===== config.mk =====
export PLATFORM = sky130hd
export DESIGN_NAME = esmc_ctrl
export DESIGN_NICKNAME = d
export VERILOG_FILES = /design/src/esmc_pkg.sv /design/src/esmc_range_hit.sv /design/src/esmc_ctrl.sv
export SDC_FILE = /design/constraint.sdc
export NUM_CORES = 1
export LEC_CHECK = 0
export BUFFER_PORTS_ARGS = -buffer_cell sky130_fd_sc_hd__buf_2
export CAP_MARGIN = 30
export CORE_MARGIN = 5
export CORE_UTILIZATION = 50
export CTS_CLUSTER_DIAMETER = 120
export CTS_CLUSTER_SIZE = 30
export DETAILED_ROUTE_END_ITERATION = 7
export GPL_ROUTABILITY_DRIVEN = 0
export PLACE_DENSITY = 0.81
export SYNTH_ARGS = -nofsm -noshare
export SYNTH_HDL_FRONTEND = slang
export SYNTH_SLANG_ARGS = --single-unit

===== constraint.sdc =====
create_clock -name clk -period 4.7 [get_ports clk]
set_clock_uncertainty 0.2 [all_clocks]
set_input_delay 0 -clock clk [delete_from_list [all_inputs] [get_ports clk]]
set_output_delay 0 -clock clk [all_outputs]
set_load 0.01 [all_outputs]

===== src/esmc_pkg.sv =====
// Constants and carrier types for the extended system-management memory control block
package esmc_pkg;

  // ----------------------------------------------------------------
  // Register map
  // ----------------------------------------------------------------
  localparam logic [7:0] CTRL_OFFSET     = 8'h71;
  localparam logic [7:0] CTRL_RESET      = 8'h00;
  localparam int         BIT_HIGH_EN     = 7;
  localparam int         BIT_ERROR       = 6;
  localparam int         BIT_CACHE_POL   = 5;
  localparam int         BIT_L1_ALLOW    = 4;
  localparam int         BIT_L2_ALLOW    = 3;
  localparam int         BIT_SIZE_HI     = 2;
  localparam int         BIT_SIZE_LO     = 1;
  localparam int         BIT_TOP_OF_MEMORY_SEGMENT_ON     = 0;
  localparam logic       CACHE_POL_WB    = 1'b0;

  // ----------------------------------------------------------------
  // Address map
  // ----------------------------------------------------------------
  localparam logic [31:0] HIGH_BASE      = 32'h100a_0000;
  localparam logic [31:0] HIGH_SIZE      = 32'h0002_0000;
  localparam logic [31:0] COMPAT_BASE    = 32'h000a_0000;
  localparam logic [31:0] COMPAT_SIZE    = 32'h0002_0000;
  localparam logic [31:0] TOP_OF_MEMORY_SEGMENT_PHYS_OFS  = 32'h1000_0000;
  localparam logic [31:0] TOP_OF_MEMORY_SEGMENT_SZ_128K   = 32'h0002_0000;
  localparam logic [31:0] TOP_OF_MEMORY_SEGMENT_SZ_256K   = 32'h0004_0000;
  localparam logic [31:0] TOP_OF_MEMORY_SEGMENT_SZ_512K   = 32'h0008_0000;
  localparam logic [31:0] TOP_OF_MEMORY_SEGMENT_SZ_1M     = 32'h0010_0000;

  typedef enum logic [1:0] {
    SEG_128K = 2'h0,
    SEG_256K = 2'h1,
    SEG_512K = 2'h2,
    SEG_1M   = 2'h3
  } esmc_seg_size_e;

  // Control register fields held by the block
  typedef struct packed {
    logic           highEn;
    logic           errFlag;
    logic           l1Allow;
    logic           l2Allow;
    esmc_seg_size_e segSize;
    logic           tsegOn;
  } esmc_ctrl_s;

  // Per-cycle decode answer for one host address strobe
  typedef struct packed {
    logic valid;
    logic smmAccess;
    logic compatHit;
    logic highHit;
    logic tsegHit;
    logic pciForward;
    logic smramDram;
    logic wbCacheable;
    logic l1Cache;
    logic l2Cache;
    logic uncacheable;
    logic violation;
  } esmc_decode_s;

endpackage


===== src/esmc_range_hit.sv =====
// Address window comparator: base inclusive, limit exclusive
`timescale 1ns/10ps
module esmc_range_hit #(
  parameter int AW = 32
) (
  input  wire logic [AW-1:0] addr,
  input  wire logic [AW-1:0] base,
  input  wire logic [AW-1:0] limit,
  output logic               hit
);

  assign hit = (addr >= base) && (addr < limit);

endmodule


===== src/esmc_ctrl.sv =====
// Extended system-management memory control register and host cycle decode
//
// Contract
// - High enable bit shows the high window at 100A0000h; clear hides it.
// - Non-SMM processor access to high or top segment windows sets error flag.
// - Writing one to the error flag clears it; software must do so.
// - Cache policy bit always reads zero, meaning writeback only.
// - L2 writeback caching needs both L1 and L2 allow; L2 under 32 MB DRAM, which the block does not check against memoryTop.
// - Two-bit size selects 128 KB, 256 KB, 512 KB or 1 MB below memory top.
// - Enabled top segment is released from DRAM and forwarded to PCI.
// - Top segment sits at 256 MB plus memory top minus segment size.
// - Top segment appears only with global enable and segment enable both set.
// - Extended memory above 1 MB is treated as writeback cacheable.
// - Compatible memory in A and B segments below 1 MB is uncacheable.
// - Global enable must be set for any extended function to act.
// - Address strobe with SMM active indicator marks an SMM access.
`timescale 1ns/10ps
module esmc_ctrl #(
  parameter int AW = 32
) (
  input  wire logic                 clk,
  input  wire logic                 rst_n,
  input  wire logic                 cfgWrEn,
  input  wire logic                 cfgRdEn,
  input  wire logic [7:0]           cfgAddr,
  input  wire logic [7:0]           cfgWrData,
  output logic      [7:0]           cfgRdData_r,
  input  wire logic                 globalSmEnable,
  input  wire logic [AW-1:0]        memoryTop,
  input  wire logic                 hostAddrStrobe_n,
  input  wire logic [AW-1:0]        hostAddr,
  input  wire logic                 smmActive_n,
  output esmc_pkg::esmc_decode_s    decode_r
);

  // ----------------------------------------------------------------
  // State
  // ----------------------------------------------------------------
  typedef struct packed {
    esmc_pkg::esmc_ctrl_s   ctrl;
    logic [7:0]             rdData;
    esmc_pkg::esmc_decode_s dec;
  } esmc_state_s;

  esmc_state_s state_r;
  esmc_state_s state_nxt;

  logic          strobe;
  logic          smmAccess;
  logic          wrHit;
  logic          rdHit;
  logic          highVisible;
  logic          tsegVisible;
  logic          compatHit;
  logic          highHit;
  logic          tsegHit;
  logic          dramTopHit;
  logic          violation;
  logic [AW-1:0] segSizeBytes;
  logic [AW-1:0] tsegBase;
  logic [AW-1:0] tsegLimit;
  logic [AW-1:0] dramTopBase;
  logic [AW-1:0] highLimit;
  logic [AW-1:0] compatLimit;
  logic [7:0]    ctrlView;

  // ----------------------------------------------------------------
  // Window geometry
  // ----------------------------------------------------------------
  always_comb
  begin
    unique case (state_r.ctrl.segSize)
      esmc_pkg::SEG_128K: segSizeBytes = AW'(esmc_pkg::TOP_OF_MEMORY_SEGMENT_SZ_128K);
      esmc_pkg::SEG_256K: segSizeBytes = AW'(esmc_pkg::TOP_OF_MEMORY_SEGMENT_SZ_256K);
      esmc_pkg::SEG_512K: segSizeBytes = AW'(esmc_pkg::TOP_OF_MEMORY_SEGMENT_SZ_512K);
      esmc_pkg::SEG_1M:   segSizeBytes = AW'(esmc_pkg::TOP_OF_MEMORY_SEGMENT_SZ_1M);
    endcase
  end

  // Wraps silently if memory top is near the address ceiling
  assign tsegLimit   = AW'(memoryTop + AW'(esmc_pkg::TOP_OF_MEMORY_SEGMENT_PHYS_OFS));
  assign tsegBase    = AW'(tsegLimit - segSizeBytes);
  assign dramTopBase = AW'(memoryTop - segSizeBytes);
  assign highLimit   = AW'(esmc_pkg::HIGH_BASE + esmc_pkg::HIGH_SIZE);
  assign compatLimit = AW'(esmc_pkg::COMPAT_BASE + esmc_pkg::COMPAT_SIZE);

  esmc_range_hit #(.AW(AW)) uCompat (
    .addr  (hostAddr),
    .base  (AW'(esmc_pkg::COMPAT_BASE)),
    .limit (compatLimit),
    .hit   (compatHit)
  );

  esmc_range_hit #(.AW(AW)) uHigh (
    .addr  (hostAddr),
    .base  (AW'(esmc_pkg::HIGH_BASE)),
    .limit (highLimit),
    .hit   (highHit)
  );

  esmc_range_hit #(.AW(AW)) uTseg (
    .addr  (hostAddr),
    .base  (tsegBase),
    .limit (tsegLimit),
    .hit   (tsegHit)
  );

  esmc_range_hit #(.AW(AW)) uDramTop (
    .addr  (hostAddr),
    .base  (dramTopBase),
    .limit (memoryTop),
    .hit   (dramTopHit)
  );

  // ----------------------------------------------------------------
  // Cycle classification
  // ----------------------------------------------------------------
  assign strobe      = !hostAddrStrobe_n;
  assign smmAccess   = strobe && !smmActive_n;
  assign highVisible = globalSmEnable && state_r.ctrl.highEn;
  assign tsegVisible = globalSmEnable && state_r.ctrl.tsegOn;
  assign violation   = strobe && smmActive_n &&
                       ((highHit && highVisible) || (tsegHit && tsegVisible));
  assign wrHit       = cfgWrEn && (cfgAddr == esmc_pkg::CTRL_OFFSET);
  assign rdHit       = cfgRdEn && (cfgAddr == esmc_pkg::CTRL_OFFSET);

  always_comb
  begin
    ctrlView                           = 8'h00;
    ctrlView[esmc_pkg::BIT_HIGH_EN]    = state_r.ctrl.highEn;
    ctrlView[esmc_pkg::BIT_ERROR]      = state_r.ctrl.errFlag;
    ctrlView[esmc_pkg::BIT_CACHE_POL]  = esmc_pkg::CACHE_POL_WB;
    ctrlView[esmc_pkg::BIT_L1_ALLOW]   = state_r.ctrl.l1Allow;
    ctrlView[esmc_pkg::BIT_L2_ALLOW]   = state_r.ctrl.l2Allow;
    ctrlView[esmc_pkg::BIT_SIZE_HI]    = state_r.ctrl.segSize[1];
    ctrlView[esmc_pkg::BIT_SIZE_LO]    = state_r.ctrl.segSize[0];
    ctrlView[esmc_pkg::BIT_TOP_OF_MEMORY_SEGMENT_ON]    = state_r.ctrl.tsegOn;
  end

  // ----------------------------------------------------------------
  // Next state
  // ----------------------------------------------------------------
  always_comb
  begin
    state_nxt = state_r;
    if (wrHit)
    begin
      state_nxt.ctrl.highEn  = cfgWrData[esmc_pkg::BIT_HIGH_EN];
      state_nxt.ctrl.l1Allow = cfgWrData[esmc_pkg::BIT_L1_ALLOW];
      state_nxt.ctrl.l2Allow = cfgWrData[esmc_pkg::BIT_L2_ALLOW];
      state_nxt.ctrl.segSize = esmc_pkg::esmc_seg_size_e'(cfgWrData[esmc_pkg::BIT_SIZE_HI:esmc_pkg::BIT_SIZE_LO]);
      state_nxt.ctrl.tsegOn  = cfgWrData[esmc_pkg::BIT_TOP_OF_MEMORY_SEGMENT_ON];
      if (cfgWrData[esmc_pkg::BIT_ERROR])
      begin
        state_nxt.ctrl.errFlag = 1'b0;
      end
    end
    // Set after clear so a hit in the clearing cycle is kept
    if (violation)
    begin
      state_nxt.ctrl.errFlag = 1'b1;
    end

    // Read data is registered: one cycle after the read strobe
    state_nxt.rdData = rdHit ? ctrlView : 8'h00;

    state_nxt.dec.valid       = strobe;
    state_nxt.dec.smmAccess   = smmAccess;
    state_nxt.dec.compatHit   = strobe && compatHit && globalSmEnable;
    state_nxt.dec.highHit     = strobe && highHit && highVisible;
    state_nxt.dec.tsegHit     = strobe && tsegHit && tsegVisible;
    state_nxt.dec.pciForward  = strobe && dramTopHit && tsegVisible;
    state_nxt.dec.smramDram   = smmAccess &&
                                ((highHit && highVisible) || (tsegHit && tsegVisible) ||
                                 (compatHit && globalSmEnable));
    state_nxt.dec.wbCacheable = smmAccess &&
                                ((highHit && highVisible) || (tsegHit && tsegVisible));
    state_nxt.dec.l1Cache     = state_nxt.dec.wbCacheable && state_r.ctrl.l1Allow;
    state_nxt.dec.l2Cache     = state_nxt.dec.wbCacheable && state_r.ctrl.l1Allow &&
                                state_r.ctrl.l2Allow;
    state_nxt.dec.uncacheable = smmAccess && compatHit && globalSmEnable;
    state_nxt.dec.violation   = violation;
  end

  always_ff @(posedge clk or negedge rst_n)
  begin
    if (!rst_n)
    begin
      state_r <= '0;
    end
    else
    begin
      state_r <= state_nxt;
    end
  end

  assign cfgRdData_r = state_r.rdData;
  assign decode_r    = state_r.dec;
endmodule


# Yosys cells after proc, flatten, opt, wreduce, memory -nomap -nowiden
# Index checks and enable logic that the tools add are counted.
# W data, S select, Z words.
word_totals:
  register_bits: 27
  input_bits: 87
  out_inout_bits: 20
  elab_cells: 75
classes:
  n_addsub: 3
  n_lt_le_gt_ge: 8
  n_eq_ne: 4
  n_mux: 5
  reduce_logical: 36
op_table:
  columns: ["op", "n"]
  rows:
  - ["$pmux W32 S4", 1]
  - ["$ge A32 B32 Y1", 2]
  - ["$lt A32 B32 Y1", 2]
  - ["$sub A32 B32 Y32", 2]
  - ["$add A32 B29 Y32 const B", 1]
  - ["$ge A32 B20 Y1 const B", 1]
  - ["$ge A32 B29 Y1 const B", 1]
  - ["$lt A32 B20 Y1 const B", 1]
  - ["$lt A32 B29 Y1 const B", 1]
  - ["$logic_and A1 B1 Y1", 28]
  - ["$eq A8 B7 Y1 const B", 1]
  - ["$mux W8", 1]
  - ["$mux W6", 1]
  - ["$eq A2 B2 Y1 const B", 2]
  - ["$reduce_bool A2 Y1", 2]
  - ["$eq A2 B1 Y1 const B", 1]
  - ["$logic_not A1 Y1", 2]
  - ["$logic_not A2 Y1", 1]
  - ["$logic_or A1 B1 Y1", 2]
  - ["$mux W1", 2]
  - ["$reduce_and A2 Y1", 1]

# Longest topological paths before layout
logic_depth:
  depth_word: 10
  mapped_depth: 18
  ltp_nobuf: 18

# Hierarchy
# A second synthesis with hierarchy kept.
hier_totals:
  hier_cells: 1028
  hier_area_um2: 7689.9
by_module_without_submodules:
  columns: ["mod", "instances", "cells_per_inst", "area_each_um2", "seq_area_each_um2"]
  rows:
  - ["esmc_range_hit", 4, 223, 1562.7, 0.0]
  - ["esmc_ctrl", 1, 136, 1438.9, 650.6]

# Least setup slack after synthesis
# OpenSTA, ideal clock, no wires.
synth_path:
  path_kind: "register -> register"
  from: "reg state_r, in the netlist ctrlView[2]"
  to: "reg state_r, in the netlist ctrlView[6]"
  setup_ns: 0.138
  t_arrival_ns: 3.456
  slack_ns: 0.906
  stages_incl_launch_ff: 17
  path_buffers: 0
  cell_sequence: "dfrtp_1 nand2b_1 ha_1 nor2b_1 o21ai_1 a21oi_1 or4_1 nor4_1 xnor2_1 ha_1 nand2_1 nor2_1 a211oi_1 o21ai_0 a221o_1 o211ai_2 a31oi_1"
synth_via:
  elab_chain_cells: 10
  word_cells_on_any_way: 15
  classes_between: "add/sub: 1; order compare: 1; eq/ne: 3; mux: 2; reduce/logical: 8"
synth_lines:
  columns: ["item", "line_no", "rtl"]
  rows:
  - ["start: declaration", "esmc_ctrl.sv:45", "esmc_state_s state_r;"]
  - ["start signal: assignment", "esmc_ctrl.sv:193", "state_r <= state_nxt;"]
  - ["$eq A2 B2 Y1 (tied with other cells)", "esmc_ctrl.sv:72", "unique case (state_r.ctrl.segSize)"]
  - ["$pmux W32 S4 *", "esmc_ctrl.sv:72", null]
  - ["$sub A32 B32 Y32 *", "esmc_ctrl.sv:82", "assign tsegBase = AW'(tsegLimit - segSizeBytes);"]
  - ["$ge A32 B32 Y1 *", "esmc_range_hit.sv:12", "assign hit = (addr >= base) && (addr < limit);"]
  - ["$logic_and A1 B1 Y1 *", "esmc_range_hit.sv:12", null]
  - ["$logic_and A1 B1 Y1 *", "esmc_ctrl.sv:123", "((highHit && highVisible) || (tsegHit && tsegVisible));"]
  - ["$logic_or A1 B1 Y1 *", "esmc_ctrl.sv:123", null]
  - ["$logic_and A1 B1 Y1 *", "esmc_ctrl.sv:122", "assign violation = strobe && smmActive_n &&"]
  - ["$reduce_bool A2 Y1 (no line)", null, null]
  - ["$reduce_and A2 Y1 (no line)", null, null]
# Mark *: on every way between the ends. The rest lies on a longest branch, timed or not. The select of a mux whose other input is x is not followed.
# A chain may end at the register's enable or synchronous reset.

==> impl_results.md <==
* Reg2reg path depth at 16
* Adder-cell share of the synthesized area at 28.7%
* CTS max path bufs at 2
* CTS H-Tree Depth at 1
* Reg area at 651 um^2
* CP endpoint: decode_r[0]$_DFF_PN0_
* Part of the Yosys area used for sequential elements at 23.1%
* Sinks on the clock net at 26
* ANT cells at 0
* Die Y at 85.1 um
* Clk_lat worst skew at 0.27 ns
* Ports at between 100 and 150
* Compound-gate portion of the synthesized area at 14.3%
* Top FF cell, synth: dfrtp_1
* First-pass GRT wire length at ~12 mm
* Fillers at 453
* Die W at 85.1 um
* Share of cells above drive strength 1 at 28.7%
* Worst EP required at 4.64 ns
* Mapped Area at approximately 2800 um^2
* EDFF count, synth at 0
* Top sig layer: met4
* Non-filler cells, final at 511
* Final period util at 90.5%
* Largest family of logic cells by synthesized area: adder cells
* Min Hold Slack at 0.0459 ns
* Met3 WL at roughly 430 um
* Leading cell type by number of instances after synthesis: ha_1
* Final hold violations at 0
* Synth Net Count at 467
* Rel. slew slack at 62.6%
* Worst R2R Start: ctrlView[2]$_DFFE_PN0P_
* Via density at approximately 5.3
* Mean Syn Cell Area at roughly 8.9 um^2
* Initial Utilization at 51.1%
* FMAX at 235 MHz
* Post-layout worst setup margin at 0.445 ns
* DRT Pass-1 Iters at 4
* Vias post-DR at 2707
* Crit. Startpoint: ctrlView[2]$_DFFE_PN0P_
* DIE AREA at 7230 um^2
* Setup TNS at 0 ns
* Post-synthesis cell type count at 47
* Routed length on met1 at a little over 3 mm
* Post-CTS Setup Bufs at 0
* Post-Route WL at 7.18 mm
* Pin count of the biggest net entering global routing at 27
* Worst Setup Path Type: reg2reg
* Unrepaired setup endpoints after global routing: false
* Global route overflow at 0
* Placed insts at 491
* Outcome: finished, final reports clean
* Reg clk slew, reported paths at approximately 0.08 ns
* Vias in the first global route at 2775
* Share of the synthesized area in the top cell type at ~28%
* IO Port Bufs at 104
* Data arrival, critical path at around 4.2 ns
* Worst Max-Slew Pin Slew at 0.561 ns
* CTS tree: done
* All-Layer GR Usage at 20.3%
* Num rows at 27
* Cells after synthesis at 316
* Setup violators final at 0
* Mux contribution to synthesized area at 2.40%
* Startpoint Class: flip-flop
* Inserted Clock Buffers at 3
* Drt initial violations at 80
* DR WL/cell at 14.1 um
* Final net count at 592
* CTS root buffer: clkbuf_8
* Top cells by area, synth: ha_1 (28%), dfrtp_1 (23%), inv_1 (6.1%)
* DP HPWL at between 5 and 6 mm
* Top post-synthesis cells by count: ha_1 (63), inv_1 (46), dfrtp_1 (26)
* Hold Path Class: in2async
* Core ar. at approximately 5500 um^2
* Warnings, synthesis at 0
* Crit. End Element: flip-flop
* Fin crit period at 4.25 ns
* Leakage at between 2 and 2.5 nW
* Cell area power density at 162 nW/um^2
* Xor/xnor cell area share of the yosys netlist at 5.29%
* Area of the multi-input gates at 1990 um^2
* DRC at 0
* Setup slack, reg-to-reg at 0.45 ns
* Worst ir drop on vdd at 0.190 mV
* Antenna violations before repair at 0
* Crit-path max FO at 7
* Detail Route met2 WL at 3.55 mm
* Antenna-violating nets left at 0
* Largest area contributor in the netlist: ha_1
* Asr flop ratio synth at 100%
* Area grow syn2layout at 28.9%
* Worst slack, placed at between 0.4 and 0.5 ns
* Synthesized flop and latch total at 26
* Synth Area in Simple Gates at about 20%
* Max Cap Viol at 0
* Max Slew Vio Count at 0
* Post-CTS Resized at 0
* Reg-to-reg endpoint: decode_r[0]$_DFF_PN0_
-- logic make-up after synthesis --
group / count (synthesis)
multiplexers: 6
AO/OA/AOI/OAI: 59
other: 1
flip-flops: 26
AND/OR/NAND/NOR: 96
adder cells (fa/ha/maj): 64
XOR/XNOR: 17
buffers and inverters: 47
-- report_power, final --
| part | internal (mW) | switching, mW |
|---|---|---|
| clock network | 0.0575 | 0.0671 |
| logic | 0.111 | 0.122 |
| registers | 0.227 | 0.00298 |
-- routing by layer --
metal / global-route usage (%) / up-vias
met1: 25.3 / 1237
met4: 5.47 / 0
met2: 36.4 / 89
met3: 3.11 / 12
li1: - / 1369
met5: 0 / -
-- state kept, by name (all words and copies together), names as in the netlist --
signal       flops
decode_r        12
ctrlView         7
cfgRdData_r      7
-- worst min-delay path by stage --
stage          cells past startpoint  slack [ns]                       end
6_report                           2        0.05  cfgRdData_r[3]$_DFF_PN0_
5_1_grt                            5        0.08     decode_r[6]$_DFF_PN0_
4_1_cts                            5        0.04     decode_r[6]$_DFF_PN0_
3_5_place_dp                       1       -0.19   ctrlView[3]$_DFFE_PN0P_
3_3_place_gp                       1       -0.19  cfgRdData_r[3]$_DFF_PN0_
2_1_floorplan                      0       -0.50  cfgRdData_r[0]$_DFF_PN0_
-- layout make-up --
type / instances / area share, %
repair buffers: 121 / 19.0
inverters: 46 / 4.76
clock buffers: 3 / 1.14
multi-input cells: 243 / 54.7
well taps: 72 / 2.48
flip-flops and latches: 26 / 17.9
-- repair_timing --
action / 4_1_cts / 5_1_grt
hold buffers: 17 / 0
endpoints found under the setup margin: 0 / 0
endpoints found under the hold margin: 52 / 0
-- critical path, stage by stage (launching register included) --
cell	delay, ns
dfrtp_1	0.42
nand2b_1	0.20
ha_1	0.28
nor2b_1	0.13
o21ai_1	0.17
a21oi_1	0.12
or4_1	0.52
nor4_1	0.27
xnor2_1	0.16
ha_1	0.26
nand2_1	0.06
nor2_1	0.04
a211oi_1	0.26
o21ai_0	0.14
a221o_1	0.37
o211ai_2	0.37
a21oi_1	0.14
-- layout by cell type, fill, tap and decap left out, types with 2 or more instances in the layout --
master | synthesis | routed
nor4_1 | 4 | 4
nor2b_1 | 4 | 4
nand2_1 | 20 | 20
a21o_1 | 8 | 8
nor3_2 | 2 | 2
a21oi_1 | 21 | 21
a211oi_1 | 3 | 3
buf_2 | 0 | 104
mux2_2 | 6 | 6
a211oi_2 | 2 | 2
nand4b_1 | 2 | 2
o21ai_0 | 10 | 10
dfrtp_1 | 26 | 26
dlygate4sd3_1 | 0 | 17
nand2b_1 | 5 | 5
nor2_1 | 17 | 17
o21ai_1 | 5 | 5
a31oi_1 | 2 | 2
ha_1 | 63 | 63
nand4_1 | 8 | 8
clkbuf_8 | 0 | 3
nor4_2 | 2 | 2
inv_1 | 46 | 46
nor3_1 | 6 | 6
xnor2_1 | 16 | 16
and3_1 | 7 | 7
nand3_1 | 8 | 8
-- metrics by stage --
stage	utilization (%)	area (um^2)	power, mW
global route	65.9	3630	0.634
global placement	62.1	3420	0.448
finish	65.9	3630	0.588
detailed placement	62.1	3420	0.457
floorplan	-	2820	0.372
CTS	65.9	3630	0.588
No activity file was read; power rests on OpenSTA's default activity.
